## src/verilog/cvo_pkg.sv

```systemverilog
// Constants, register map and carrier types for the composite video output stage.
// Assumes a single 100 MHz encoder clock and a simple strobe register port.
package cvo_pkg;
    localparam int        CLK_MHZ        = 100;
    localparam int        BLD_FAST_NS    = 140;
    localparam int        BLD_BLANK_NS   = 300;
    localparam int        BLD_SYNC_NS    = 200;
    localparam int        BLD_FAST_CYC   = (BLD_FAST_NS * CLK_MHZ + 999) / 1000;
    localparam int        BLD_BLANK_CYC  = (BLD_BLANK_NS * CLK_MHZ + 999) / 1000;
    localparam int        BLD_SYNC_CYC   = (BLD_SYNC_NS * CLK_MHZ + 999) / 1000;
    localparam logic [5:0] BLD_FAST_C    = 6'(BLD_FAST_CYC);
    localparam logic [5:0] BLD_BLANK_C   = 6'(BLD_BLANK_CYC);
    localparam logic [5:0] BLD_SYNC_C    = 6'(BLD_SYNC_CYC);

    localparam logic [9:0] PHASE_NTSC    = 10'h17A;
    localparam logic [9:0] PHASE_PAL     = 10'h164;
    localparam logic [9:0] CHROMA_MID    = 10'h200;
    localparam logic [9:0] CODE_FULL     = 10'h3FF;
    localparam logic [9:0] CODE_LOW      = 10'h000;
    localparam logic [9:0] LINE_PHASE    = 10'h009;
    localparam logic [9:0] LINE_ATR_N1   = 10'h014;
    localparam logic [9:0] LINE_ATR_N2   = 10'h11B;
    localparam logic [9:0] LINE_WSS      = 10'h017;
    localparam logic [9:0] LINE_CAP_ODD  = 10'h015;
    localparam logic [9:0] LINE_CAP_EVEN = 10'h11C;
    localparam logic [9:0] GAIN_RST      = 10'h200;
    localparam int         GAIN_SHIFT    = 9;
    localparam logic [18:0] GAIN_ROUND   = 19'h00100;
    localparam logic [9:0] FREQ_RST      = 10'h001;

    // Register indices
    localparam logic [3:0] A_CVBS    = 4'h0;
    localparam logic [3:0] A_SUBCARRIER_PROGRAM_REG  = 4'h1;
    localparam logic [3:0] A_VIDEO_MODE_REG    = 4'h2;
    localparam logic [3:0] A_AMP     = 4'h3;
    localparam logic [3:0] A_TEST    = 4'h4;
    localparam logic [3:0] A_SEL     = 4'h5;
    localparam logic [3:0] A_COMPONENT_CONTROL_REG   = 4'h6;
    localparam logic [3:0] A_ATTRIBUTE_WORD_LOW    = 4'h7;
    localparam logic [3:0] A_ATTRIBUTE_WORD_HIGH    = 4'h8;
    localparam logic [3:0] A_ATTRIBUTE_CRC_ENABLE    = 4'h9;
    localparam logic [3:0] A_CAPTION_CONTROL_REG  = 4'hA;
    localparam logic [3:0] A_CAPTION_ODD_DATA   = 4'hB;
    localparam logic [3:0] A_CAPTION_EVEN_DATA   = 4'hC;
    localparam logic [3:0] A_STAT    = 4'hD;

    // Field positions
    localparam int CVBS_SHAPE_DIS = 0;
    localparam int CVBS_BBLD      = 1;
    localparam int CVBS_SBLD      = 2;
    localparam int VIDEO_MODE_REG_VIE       = 0;
    localparam int VIDEO_MODE_REG_PAL       = 1;
    localparam int VIDEO_MODE_REG_HD        = 2;
    localparam int TEST_DC        = 3;
    localparam int COMPONENT_CONTROL_REG_RGB      = 0;
    localparam int ATTRIBUTE_CRC_ENABLE_EN        = 7;
    localparam int STAT_ODD       = 0;
    localparam int STAT_EVEN      = 1;
    localparam logic [2:0] PD_RST = 3'h7;

    typedef enum logic [3:0] {
        SRC_CVBS, SRC_SY, SRC_SC, SRC_YG, SRC_PB, SRC_PR
    } src_t;

    typedef struct packed {
        logic       wr;
        logic       rd;
        logic [3:0] addr;
        logic [15:0] wdata;
    } bus_req_t;

    typedef struct packed {
        logic [9:0] y;
        logic [9:0] u;
        logic [9:0] v;
        logic [9:0] sync;
        logic       blank;
        logic       burst;
    } vid_in_t;

    typedef struct packed {
        logic [9:0] line;
        logic       field_odd;
        logic       color_field1;
        logic       line_start;
    } timing_t;

    typedef enum logic [1:0] {INS_IDLE, INS_ATTR, INS_CAP} ins_state_t;
endpackage : cvo_pkg

```

## src/verilog/cvo_stage.sv

```systemverilog
// Composite and component output stage: shaping, sync, chroma modulation,
// VBI insertion and DAC formatting. Timing and scaled video come from upstream.
//
// Design decisions made here: the address-and-strobe port and the address map.
`timescale 1ns/100ps
module cvo_stage
    import cvo_pkg::*;
(
    input  wire logic        clk,
    input  wire logic        rst_b,
    input  wire bus_req_t    bus,
    output logic [15:0]      rdata,
    input  wire vid_in_t     vin,
    input  wire timing_t     tim,
    output logic [29:0]      dac_code,
    output logic [2:0]       dac_power_down_bits,
    output logic [13:0]      vbi_word,
    output logic             vbi_valid,
    output logic [7:0]       cap_byte,
    output logic             cap_valid
);
    logic [15:0] cvbs_r, subcarrier_program_reg_r, video_mode_reg_r, amp_r, test_r, sel_r, component_control_reg_r;
    logic [15:0] attribute_word_low_r, attribute_word_high_r, attribute_crc_enable_r, caption_control_reg_r;
    logic [6:0]  caption_odd_data, caption_even_data;
    logic        caption_odd_pending, caption_even_pending;
    logic        phase_pend_r;
    logic [9:0]  phase_r;
    logic [13:0] attr_lat_r;
    logic [5:0]  bld_cnt_r;
    logic [9:0]  luma_pipe_r [0:7];
    logic [9:0]  c_mod, y_cvbs, y_cmp, y_shaped, c_shaped, sv_c;
    logic        blank_d_r;
    logic [9:0]  dac_src [0:2];
    logic        wr_attribute_crc_enable, line_go;
    ins_state_t  ins_r;

    assign wr_attribute_crc_enable = bus.wr && bus.addr == A_ATTRIBUTE_CRC_ENABLE;
    assign line_go = tim.line_start;

    // Register writes
    always_ff @(posedge clk) begin
        if (!rst_b) begin
            cvbs_r   <= '0;
            subcarrier_program_reg_r <= '0;
            video_mode_reg_r   <= '0;
            amp_r    <= {6'h00, GAIN_RST};
            test_r   <= '0;
            sel_r    <= '0;
            component_control_reg_r  <= '0;
            attribute_word_low_r   <= '0;
            attribute_word_high_r   <= '0;
            attribute_crc_enable_r   <= '0;
            caption_control_reg_r <= '0;
            dac_power_down_bits <= PD_RST;
        end else if (bus.wr) begin
            case (bus.addr)
                A_CVBS:   cvbs_r   <= bus.wdata;
                A_SUBCARRIER_PROGRAM_REG: subcarrier_program_reg_r <= bus.wdata;
                A_VIDEO_MODE_REG:   video_mode_reg_r   <= bus.wdata;
                A_AMP:    amp_r    <= bus.wdata;
                A_TEST: begin
                    test_r <= bus.wdata;
                    dac_power_down_bits <= bus.wdata[2:0];
                end
                A_SEL:    sel_r    <= bus.wdata;
                A_COMPONENT_CONTROL_REG:  component_control_reg_r  <= bus.wdata;
                A_ATTRIBUTE_WORD_LOW:   attribute_word_low_r   <= bus.wdata;
                A_ATTRIBUTE_WORD_HIGH:   attribute_word_high_r   <= bus.wdata;
                A_ATTRIBUTE_CRC_ENABLE:   attribute_crc_enable_r   <= bus.wdata;
                A_CAPTION_CONTROL_REG: caption_control_reg_r <= bus.wdata;
                default: ;
            endcase
        end
    end

    // Read port, data one cycle later
    always_ff @(posedge clk) begin
        if (!rst_b) begin
            rdata <= '0;
        end else if (bus.rd) begin
            case (bus.addr)
                A_CVBS:   rdata <= cvbs_r;
                A_SUBCARRIER_PROGRAM_REG: rdata <= subcarrier_program_reg_r;
                A_VIDEO_MODE_REG:   rdata <= video_mode_reg_r;
                A_AMP:    rdata <= amp_r;
                A_TEST:   rdata <= test_r;
                A_SEL:    rdata <= sel_r;
                A_COMPONENT_CONTROL_REG:  rdata <= component_control_reg_r;
                A_ATTRIBUTE_WORD_LOW:   rdata <= attribute_word_low_r;
                A_ATTRIBUTE_WORD_HIGH:   rdata <= attribute_word_high_r;
                A_ATTRIBUTE_CRC_ENABLE:   rdata <= attribute_crc_enable_r;
                A_CAPTION_CONTROL_REG: rdata <= caption_control_reg_r;
                A_CAPTION_ODD_DATA:  rdata <= {9'h000, caption_odd_data};
                A_CAPTION_EVEN_DATA:  rdata <= {9'h000, caption_even_data};
                A_STAT:   rdata <= {14'h0000, caption_even_pending, caption_odd_pending};
                default:  rdata <= '0;
            endcase
        end else begin
            rdata <= '0;
        end
    end

    // Sub-carrier synthesizer, 1024 steps per cycle
    always_ff @(posedge clk) begin
        if (!rst_b) begin
            phase_r      <= PHASE_NTSC;
            phase_pend_r <= 1'b0;
        end else begin
            if (bus.wr && bus.addr == A_VIDEO_MODE_REG)
                phase_r <= bus.wdata[VIDEO_MODE_REG_PAL] ? PHASE_PAL : PHASE_NTSC;
            else if (phase_pend_r && line_go && tim.line == LINE_PHASE && tim.color_field1) begin
                phase_r      <= subcarrier_program_reg_r[9:0];
                phase_pend_r <= 1'b0;
            end else begin
                phase_r <= 10'(phase_r + FREQ_RST);
            end
            if (bus.wr && bus.addr == A_SUBCARRIER_PROGRAM_REG)
                phase_pend_r <= 1'b1;
        end
    end

    // Chroma modulation on the synthesizer quadrant
    always_comb begin
        case (phase_r[9:8])
            2'h0:    c_mod = vin.u;
            2'h1:    c_mod = vin.v;
            2'h2:    c_mod = 10'(-vin.u);
            default: c_mod = 10'(-vin.v);
        endcase
        if (vin.burst)
            c_mod = 10'(-{1'b0, phase_r[9:1]} >> 2);
    end

    // Luma delay line, offset 0 selects index 4, five cycles behind vin.y
    always_ff @(posedge clk) begin
        if (!rst_b) begin
            for (int i = 0; i < 8; i++)
                luma_pipe_r[i] <= '0;
        end else begin
            luma_pipe_r[0] <= vin.y;
            for (int i = 1; i < 8; i++)
                luma_pipe_r[i] <= luma_pipe_r[i-1];
        end
    end
    assign y_cvbs = luma_pipe_r[3'(cvbs_r[6:4] + 3'h4)];
    assign y_cmp  = luma_pipe_r[3'(component_control_reg_r[6:4] + 3'h4)];

    // Build-up ramp length after a blanking edge
    always_ff @(posedge clk) begin
        if (!rst_b) begin
            bld_cnt_r <= '0;
            blank_d_r <= 1'b1;
        end else begin
            blank_d_r <= vin.blank;
            if (vin.blank != blank_d_r)
                bld_cnt_r <= cvbs_r[CVBS_BBLD] ? BLD_BLANK_C : BLD_FAST_C;
            else if (vin.sync != '0 && bld_cnt_r == '0)
                bld_cnt_r <= cvbs_r[CVBS_SBLD] ? BLD_SYNC_C : BLD_FAST_C;
            else if (bld_cnt_r != '0)
                bld_cnt_r <= bld_cnt_r - 6'h01;
        end
    end

    // Edge clipping near blanking transitions
    always_comb begin
        y_shaped = vin.blank ? vin.sync : y_cvbs;
        c_shaped = vin.blank && !vin.burst ? '0 : c_mod;
        if (!cvbs_r[CVBS_SHAPE_DIS] && bld_cnt_r != '0) begin
            y_shaped = y_shaped >> 1;
            c_shaped = c_shaped >>> 1;
        end
    end
    assign sv_c = 10'(c_shaped + CHROMA_MID);

    // Source selection per DAC
    genvar g;
    generate
        for (g = 0; g < 3; g++) begin : g_dac
            logic [3:0]  sel;
            logic [19:0] prod;
            logic [9:0]  code;
            assign sel  = sel_r[4*g +: 4];
            assign prod = {10'h000, amp_r[9:0]} * {10'h000, dac_src[g]} + 20'(GAIN_ROUND);
            always_comb begin
                case (sel)
                    SRC_CVBS: dac_src[g] = 10'(y_shaped + c_shaped);
                    SRC_SY:   dac_src[g] = y_shaped;
                    SRC_SC:   dac_src[g] = sv_c;
                    SRC_YG:   dac_src[g] = y_cmp;
                    SRC_PB:   dac_src[g] = component_control_reg_r[COMPONENT_CONTROL_REG_RGB] ? 10'(y_cmp + vin.u) : vin.u;
                    SRC_PR:   dac_src[g] = component_control_reg_r[COMPONENT_CONTROL_REG_RGB] ? 10'(y_cmp + vin.v) : vin.v;
                    default:  dac_src[g] = CODE_LOW;
                endcase
            end
            always_comb begin
                code = dac_src[g];
                if (test_r[4 + g])
                    code = 10'(prod[19:GAIN_SHIFT] - {5'h00, amp_r[15:10]});
                if (test_r[TEST_DC])
                    code = {test_r[15:8], 2'h0};
                if (!video_mode_reg_r[VIDEO_MODE_REG_VIE])
                    code = CODE_LOW;
            end
            always_ff @(posedge clk) begin
                if (!rst_b)
                    dac_code[10*g +: 10] <= CODE_LOW;
                else
                    dac_code[10*g +: 10] <= code;
            end
        end
    endgenerate

    // Attribute latch on third register write
    always_ff @(posedge clk) begin
        if (!rst_b)
            attr_lat_r <= '0;
        else if (wr_attribute_crc_enable)
            attr_lat_r <= video_mode_reg_r[VIDEO_MODE_REG_PAL] ? {bus.wdata[5:0], attribute_word_high_r[7:0]}
                                           : {attribute_word_high_r[5:0], attribute_word_low_r[7:0]};
    end

    // Caption data and pending flags, set beats clear
    always_ff @(posedge clk) begin
        if (!rst_b) begin
            caption_odd_data     <= '0;
            caption_even_data    <= '0;
            caption_odd_pending  <= 1'b0;
            caption_even_pending <= 1'b0;
        end else begin
            if (ins_r == INS_CAP && tim.field_odd)
                caption_odd_pending <= 1'b0;
            if (ins_r == INS_CAP && !tim.field_odd)
                caption_even_pending <= 1'b0;
            if (bus.wr && bus.addr == A_CAPTION_ODD_DATA) begin
                caption_odd_data    <= bus.wdata[6:0];
                caption_odd_pending <= 1'b1;
            end
            if (bus.wr && bus.addr == A_CAPTION_EVEN_DATA) begin
                caption_even_data    <= bus.wdata[6:0];
                caption_even_pending <= 1'b1;
            end
        end
    end

    // VBI insertion sequencer
    logic [6:0] cap_ch;
    always_comb begin
        if (tim.field_odd)
            cap_ch = caption_odd_pending ? caption_odd_data : caption_control_reg_r[8:2];
        else
            cap_ch = caption_even_pending ? caption_even_data : caption_control_reg_r[8:2];
    end

    always_ff @(posedge clk) begin
        if (!rst_b) begin
            ins_r     <= INS_IDLE;
            vbi_word  <= '0;
            vbi_valid <= 1'b0;
            cap_byte  <= '0;
            cap_valid <= 1'b0;
        end else begin
            vbi_valid <= 1'b0;
            cap_valid <= 1'b0;
            case (ins_r)
                INS_IDLE: begin
                    if (line_go && attribute_crc_enable_r[ATTRIBUTE_CRC_ENABLE_EN]) begin
                        if (video_mode_reg_r[VIDEO_MODE_REG_PAL] ? tim.line == LINE_WSS
                            : (tim.line == LINE_ATR_N1 || tim.line == LINE_ATR_N2))
                            ins_r <= INS_ATTR;
                    end
                    if (line_go && !video_mode_reg_r[VIDEO_MODE_REG_PAL] && !video_mode_reg_r[VIDEO_MODE_REG_HD]) begin
                        if ((tim.line == LINE_CAP_ODD && tim.field_odd && caption_control_reg_r[0])
                            || (tim.line == LINE_CAP_EVEN && !tim.field_odd && caption_control_reg_r[1]))
                            ins_r <= INS_CAP;
                    end
                end
                INS_ATTR: begin
                    vbi_word  <= attr_lat_r;
                    vbi_valid <= 1'b1;
                    ins_r     <= INS_IDLE;
                end
                INS_CAP: begin
                    cap_byte  <= {~^cap_ch, cap_ch};
                    cap_valid <= 1'b1;
                    ins_r     <= INS_IDLE;
                end
                default: ins_r <= INS_IDLE;
            endcase
        end
    end

    // Checks
    dis_low_a: assert property (@(posedge clk) disable iff (!rst_b)
        !video_mode_reg_r[VIDEO_MODE_REG_VIE] |=> dac_code == '0)
        else $error("DAC not low while output disabled");
    pd_rst_a: assert property (@(posedge clk) disable iff (!rst_b)
        $rose(rst_b) |-> dac_power_down_bits == PD_RST)
        else $error("power down bits not set after reset");
    cap_par_a: assert property (@(posedge clk) disable iff (!rst_b)
        cap_valid |-> ^cap_byte == 1'b1)
        else $error("caption parity not odd");
    cap_clr_a: assert property (@(posedge clk) disable iff (!rst_b)
        ins_r == INS_CAP && tim.field_odd && !(bus.wr && bus.addr == A_CAPTION_ODD_DATA)
        |=> !caption_odd_pending)
        else $error("odd caption flag not cleared");
    cap_set_a: assert property (@(posedge clk) disable iff (!rst_b)
        bus.wr && bus.addr == A_CAPTION_EVEN_DATA |=> caption_even_pending)
        else $error("even caption flag not set");
    atr_lat_a: assert property (@(posedge clk) disable iff (!rst_b)
        wr_attribute_crc_enable && !video_mode_reg_r[VIDEO_MODE_REG_PAL] |=> attr_lat_r[7:0] == $past(attribute_word_low_r[7:0]))
        else $error("attribute not latched");
    ph_load_a: assert property (@(posedge clk) disable iff (!rst_b)
        phase_pend_r && line_go && tim.line == LINE_PHASE && tim.color_field1
        && !(bus.wr && bus.addr == A_VIDEO_MODE_REG) |=> phase_r == $past(subcarrier_program_reg_r[9:0]))
        else $error("phase not loaded at line 9");
    dc_mode_a: assert property (@(posedge clk) disable iff (!rst_b)
        test_r[TEST_DC] && video_mode_reg_r[VIDEO_MODE_REG_VIE] |=> dac_code[9:0] == {$past(test_r[15:8]), 2'h0})
        else $error("DC level not driven");
    ph_rst_a: assert property (@(posedge clk) disable iff (!rst_b)
        $rose(rst_b) |-> phase_r == PHASE_NTSC)
        else $error("reset phase not NTSC preset");
    ph_pal_a: assert property (@(posedge clk) disable iff (!rst_b)
        bus.wr && bus.addr == A_VIDEO_MODE_REG && bus.wdata[VIDEO_MODE_REG_PAL] |=> phase_r == PHASE_PAL)
        else $error("PAL preset phase not applied");
    ph_step_a: assert property (@(posedge clk) disable iff (!rst_b)
        !bus.wr && !phase_pend_r |=> phase_r == 10'($past(phase_r) + FREQ_RST))
        else $error("synthesizer phase did not advance");
    edge_clip_a: assert property (@(posedge clk) disable iff (!rst_b)
        !cvbs_r[CVBS_SHAPE_DIS] && bld_cnt_r != '0 |-> !y_shaped[9])
        else $error("edge level not clipped");
    bld_len_a: assert property (@(posedge clk) disable iff (!rst_b)
        vin.blank != blank_d_r
        |=> bld_cnt_r == ($past(cvbs_r[CVBS_BBLD]) ? BLD_BLANK_C : BLD_FAST_C))
        else $error("blanking build-up length wrong");
    sv_mid_a: assert property (@(posedge clk) disable iff (!rst_b)
        c_shaped == '0 |-> sv_c == CHROMA_MID)
        else $error("separate chroma not at mid-scale");
    sel_rsv_a: assert property (@(posedge clk) disable iff (!rst_b)
        sel_r[3:0] > SRC_PR && video_mode_reg_r[VIDEO_MODE_REG_VIE] && !test_r[TEST_DC] && !test_r[4]
        |=> dac_code[9:0] == CODE_LOW)
        else $error("reserved select not low");
    attr_ins_a: assert property (@(posedge clk) disable iff (!rst_b)
        line_go && ins_r == INS_IDLE && attribute_crc_enable_r[ATTRIBUTE_CRC_ENABLE_EN] && !video_mode_reg_r[VIDEO_MODE_REG_PAL]
        && (tim.line == LINE_ATR_N1 || tim.line == LINE_ATR_N2) |=> ##1 vbi_valid)
        else $error("aspect word not inserted");
    wss_ins_a: assert property (@(posedge clk) disable iff (!rst_b)
        line_go && ins_r == INS_IDLE && attribute_crc_enable_r[ATTRIBUTE_CRC_ENABLE_EN] && video_mode_reg_r[VIDEO_MODE_REG_PAL]
        && tim.line == LINE_WSS |=> ##1 vbi_valid)
        else $error("wide-screen word not inserted");
    cap_line_a: assert property (@(posedge clk) disable iff (!rst_b)
        line_go && ins_r == INS_IDLE && !video_mode_reg_r[VIDEO_MODE_REG_PAL] && !video_mode_reg_r[VIDEO_MODE_REG_HD]
        && tim.line == LINE_CAP_ODD && tim.field_odd && caption_control_reg_r[0] |=> ##1 cap_valid)
        else $error("odd caption not sent");
    cap_dflt_a: assert property (@(posedge clk) disable iff (!rst_b)
        ins_r == INS_CAP && tim.field_odd && !caption_odd_pending
        |=> cap_byte[6:0] == $past(caption_control_reg_r[8:2]))
        else $error("default character not sent");
    cap_data_a: assert property (@(posedge clk) disable iff (!rst_b)
        ins_r == INS_CAP && tim.field_odd && caption_odd_pending
        |=> cap_byte[6:0] == $past(caption_odd_data))
        else $error("caption data not sent");

    attr_c: cover property (@(posedge clk) disable iff (!rst_b) vbi_valid);
    cap_c: cover property (@(posedge clk) disable iff (!rst_b) cap_valid && !caption_odd_pending);
    ph_c: cover property (@(posedge clk) disable iff (!rst_b) phase_pend_r ##1 !phase_pend_r);
    dflt_c: cover property (@(posedge clk) disable iff (!rst_b)
        cap_valid && cap_byte[6:0] == caption_control_reg_r[8:2]);
    swing_c: cover property (@(posedge clk) disable iff (!rst_b)
        test_r[4] && video_mode_reg_r[VIDEO_MODE_REG_VIE] && !test_r[TEST_DC]);
endmodule : cvo_stage

```

## config.mk

```make
export PLATFORM = sky130hd
export DESIGN_NAME = cvo_stage
export DESIGN_NICKNAME = d
export VERILOG_FILES = /design/src/verilog/cvo_pkg.sv /design/src/verilog/cvo_stage.sv
export SDC_FILE = /design/constraint.sdc
export NUM_CORES = 2
export LEC_CHECK = 0
export ABC_AREA = 0
export BUFFER_PORTS_ARGS = -buffer_cell sky130_fd_sc_hd__buf_2
export CAP_MARGIN = 20
export CORE_AREA = 2 2 259 236
export DETAILED_ROUTE_END_ITERATION = 6
export DIE_AREA = 0 0 261 238
export PLACE_DENSITY = 0.8
export SETUP_SLACK_MARGIN = 0.15
export SLEW_MARGIN = 30
export SYNTH_ARGS = -nofsm -noshare
export SYNTH_HDL_FRONTEND = slang
export SYNTH_SLANG_ARGS = --single-unit
```

## constraint.sdc

```tcl
create_clock -name clk -period 10.4 [get_ports clk]
set_clock_uncertainty 0.15 [all_clocks]
set_input_delay 0.52 -clock clk [delete_from_list [all_inputs] [get_ports clk]]
set_output_delay 0.52 -clock clk [all_outputs]
set_load 0.005 [all_outputs]
```

==> results <==
- After global routing the overflow that remains totals 0.
- The headroom to the max-slew limit is 29.4%.
- The global routing usage summed across all routing layers is 30.5%.
- In this design, the largest share of critical-path delay is due to adder cells.
- The critical path's largest stage delay is 0.52 ns.
- The first element of the critical path is component_control_reg_r[4]$_SDFFE_PN0P_.
- The detail route stage leaves a number of antenna-violating nets equal to 0.
- For this configuration, the core starts out at a cell density of 49.7%.
- The number of clock sinks is 379.
- The fraction of the mapped netlist area in adder cells is 21.9%.
- The clock latency at the later pin of the worst-skew pair is 0.59 ns.
- TritonCTS built the clock tree.
- The iteration count of the initial detailed-routing pass is 7.
- The count of synthesis-stage warnings from yosys is 0.
- For this design, the slowest cell found on the critical path is fa_1.
- The analysis attributes to cell leakage a power of 14.0 nW.
- STA classifies the critical path endpoint as a flip-flop.
- The detailed router's first-iteration violation count is 3252.
- The net count of the finished layout is 4131.
- Routability-driven placement finished with a final weighted congestion of 1.02.
- The largest area contributor in the synthesized netlist is dfxtp_1.
- Clock-pin slew was measured on the worst setup and hold paths at 0.07 ns.
- The post-DP HPWL is 68800 µm.
- STA classifies the critical path startpoint as a flip-flop.
- The run finished, with violations left.
- The die is 238 µm tall.
- Sorting the synthesized cells by area gives the leading types as dfxtp_1 (26%), fa_1 (13%), ha_1 (8.9%).
- The buffer levels on the longest clock path is 3.
- The placed instances occupy a cell area of 0.0313 mm².
- The post-synthesis simple-gate area fraction is 19.9%.
- In this run the critical register-to-register path is launched from component_control_reg_r[4]$_SDFFE_PN0P_.
- By count the netlist is led by nand2_1 (649), dfxtp_1 (379), a21oi_1 (300), inv_1 (284), ha_1 (209).
- Yosys mapped the design onto 87 distinct sky130hd cell types.
- The minimum clock period is 9.86 ns.
- Summing all multi-input logic gate instances after layout gives 0.0203 mm².
- The most used flip-flop cell after synthesis is dfxtp_1.
- The share of the yosys chip area belonging to registers is 25.7%.
- The total number of vias is 27100.
- The clock root buffer master is clkbuf_16.
- The count of final setup violators is 0.
- The slew at the pin closest to its max-slew limit is 1.06 ns.
- The fraction of registers with async set or reset after synthesis is 0%.
- Among all cell types in the netlist, the one instantiated most often is nand2_1.
- The proportion of synthesized area in mux cells is 5.16%.
- The via count of the first global-routing pass came to 26400.
- The core region is 0.0593 mm².
- The post-synthesis instance total is 3547.
- Setup repair after global routing could not meet its margin everywhere.
- Derived from the worst setup path, the maximum achievable clock frequency is 0.101 GHz.
- The arrival time at the worst endpoint is 10.18 ns.
- The most frequent cell on the critical path is fa_1.
- The number of violations of the max-capacitance limit is 0.
- The hold violation total from the final report was 0.
- Of the post-synthesis cell area, the dominant cell type holds 25.7%.
- Compared with the post-synthesis result, the final layout area differs by 12.6%.
- The width of the die is 261 µm.
- Yosys mapped a number of flops with a built-in enable equal to 0.
- The critical path is of the flip-flop to flip-flop type.
- The top-level port count is 152.
- Counting flops and latches in the post-synthesis netlist gives 379.
- The final non-filler cell total is 4461.
- The routed via count divided by cell count is 6.08.
- STA puts the critical path data required time at 10.73 ns.
- The number of placed instances, taps included, is 4367.
- Clock tree synthesis inserted a total of 41 buffers.
- The combined buffer and inverter count along the critical path is 6.
- Summing the areas of all compound-gate instances in the mapped netlist gives 17.1% of the synthesized area.
- The largest net degree at the start of global routing is 138.
- Along the worst path, the maximum fanout reaches 4.
- After detailed routing, the number of remaining DRC violations is 1.
- Once layout is done, the placed cells without fillers occupy 0.0332 mm².
- The site row count is 85.
- The wire length per cell is 21.4 µm.
- The startpoint identified for the worst hold timing path is vin[39].
- Fill cells in the final layout number 5228.
- A synthesized cell averages 8.31 µm².
- The floorplan die area is 0.0621 mm².
- The detailed-route wire length is 95500 µm.
- The checks that failed: design-rule violations.
- After Yosys synthesis, XOR and XNOR cells account for 3.35% of the synthesized area.
- When the netlist entered floorplanning its net count stood at 4027.
- The number of diodes is 0.
- Dividing the final minimum period by the clock period gives 94.8%.
- In this run the power density over the cells is 155 mW/mm².
- Hold timing on the final database bottoms out at a slack of 0.0329 ns.
- After synthesis the cells add up to 0.0295 mm².
- The initial antenna violation count came to 4.
- The combined flip-flop and latch cell area is 0.00760 mm².
- The path type of the worst min-delay path is input port to flip-flop.
- The worst-case vdd ir drop is 0.110 mV.
- Of the cells placed in the final design, the portion with a size suffix greater than 1 is 13.9%.
- The depth of the CTS H-tree is 2.
- The number of port buffers is 151.
- The setup check on the worst reg-to-reg path leaves a slack of 0.54 ns.
- The count of pins over their slew limit is 0.
- The first global-routing pass estimated 149000 µm of wire.
- The combinational family with the most area after synthesis is adder cells.
## layer usage
layer / up-vias / track usage, % / part of all wire [%]
li1: 12200 / - / -
met1: 13000 / 39.3 / 39
met2: 1540 / 48.1 / 45
met3: 337 / 6.73 / 11
met4: 6 / 15.1 / 5.5
met5: - / 0 / 0.060
## layout by cell type (no fill, tap or decap), types with 36 or more instances in the layout
| cell | instances |
|---|---|
| a221oi_1 | 48 |
| xnor2_1 | 72 |
| dfxtp_1 | 369 |
| mux2i_1 | 46 |
| a21oi_1 | 286 |
| clkbuf_16 | 41 |
| and2_1 | 207 |
| buf_4 | 130 |
| nand3_1 | 45 |
| ha_1 | 208 |
| nor2b_1 | 54 |
| nand2b_1 | 43 |
| fa_1 | 191 |
| buf_2 | 151 |
| nand2_1 | 646 |
| a21o_1 | 44 |
| inv_1 | 282 |
| nor2_1 | 150 |
| o21ai_0 | 69 |
| xor2_1 | 36 |
## cell families (layout without fill, tap and decap cells)
family,count (synthesis),count (layout)
adders and majority gates,401,401
AOI/OAI and AO/OA,760,760
buffers and inverters,523,654
xor gates and xnor gates,111,111
muxes,106,106
DFF,379,379
and+or+nand+nor,1267,1267
## final cells by class
cell class,instances,area share [%]
Timing Repair Buffer,295,5.67
Sequential cell,379,22.9
Inverter,289,3.31
Tap cell,783,2.95
Clock inverter,16,0.520
Clock buffer,54,3.45
Multi-Input combinational cell,2645,61.2
## where the power goes
group          switching, mW  internal (mW)
Sequential            0.0265           1.48
Combinational           1.25          0.901
Clock                  0.654          0.832
Total                   1.93           3.21
## registers in the layout, indices dropped and copies added (netlist names), 2 cells and up
register and cells:
bld_cnt_r 6, attribute_word_low_r 16, cap_byte 8, ins_r 2, vbi_word 14, video_mode_reg_r 16, dac_code 30, cvbs_r 16
caption_control_reg_r 16, component_control_reg_r 16, subcarrier_program_reg_r 16, phase_r 10, amp_r 16, attr_lat_r 14, attribute_word_high_r 16, caption_even_data 7
rdata 16, sel_r 16, dac_power_down_bits 3, test_r 16, attribute_crc_enable_r 16, luma_pipe_r 80, caption_odd_data 7
## worst paths after layout
path / to / depth (start not counted)
min: luma_pipe_r[0][7]$_SDFF_PN0_ / 2
min reg2reg: vbi_word[10]$_SDFFE_PN0P_ / 2
max: dac_code[18]$_SDFF_PN0_ / 44
max reg2reg: dac_code[18]$_SDFF_PN0_ / 44
## what timing repair did
| item | in CTS | in global routing |
|---|---|---|
| gates cloned | 0 | 0 |
| setup endpoints to repair | 5 | 15 |
| hold buffers | 6 | 0 |
| endpoints found under the hold margin | 6 | 0 |
| pin swaps | 1 | 19 |
| buffers inserted | 0 | 18 |
| resized for setup | 9 | 96 |
## per-stage QoR
step / util [%] / setup slack (ns) / power (mW) / setup TNS (ns)
floorplan: - / 0.196 / 2.93 / 0
global placement: 52.7 / -0.370 / 3.49 / -0.617
detailed placement: 52.7 / -0.519 / 3.55 / -1.64
CTS: 55.1 / 0.165 / 5.02 / 0
global route: 55.9 / -0.000145 / 5.42 / -0.000145
finish: 55.9 / 0.545 / 5.14 / 0
Power figures use the tool's default switching activity.
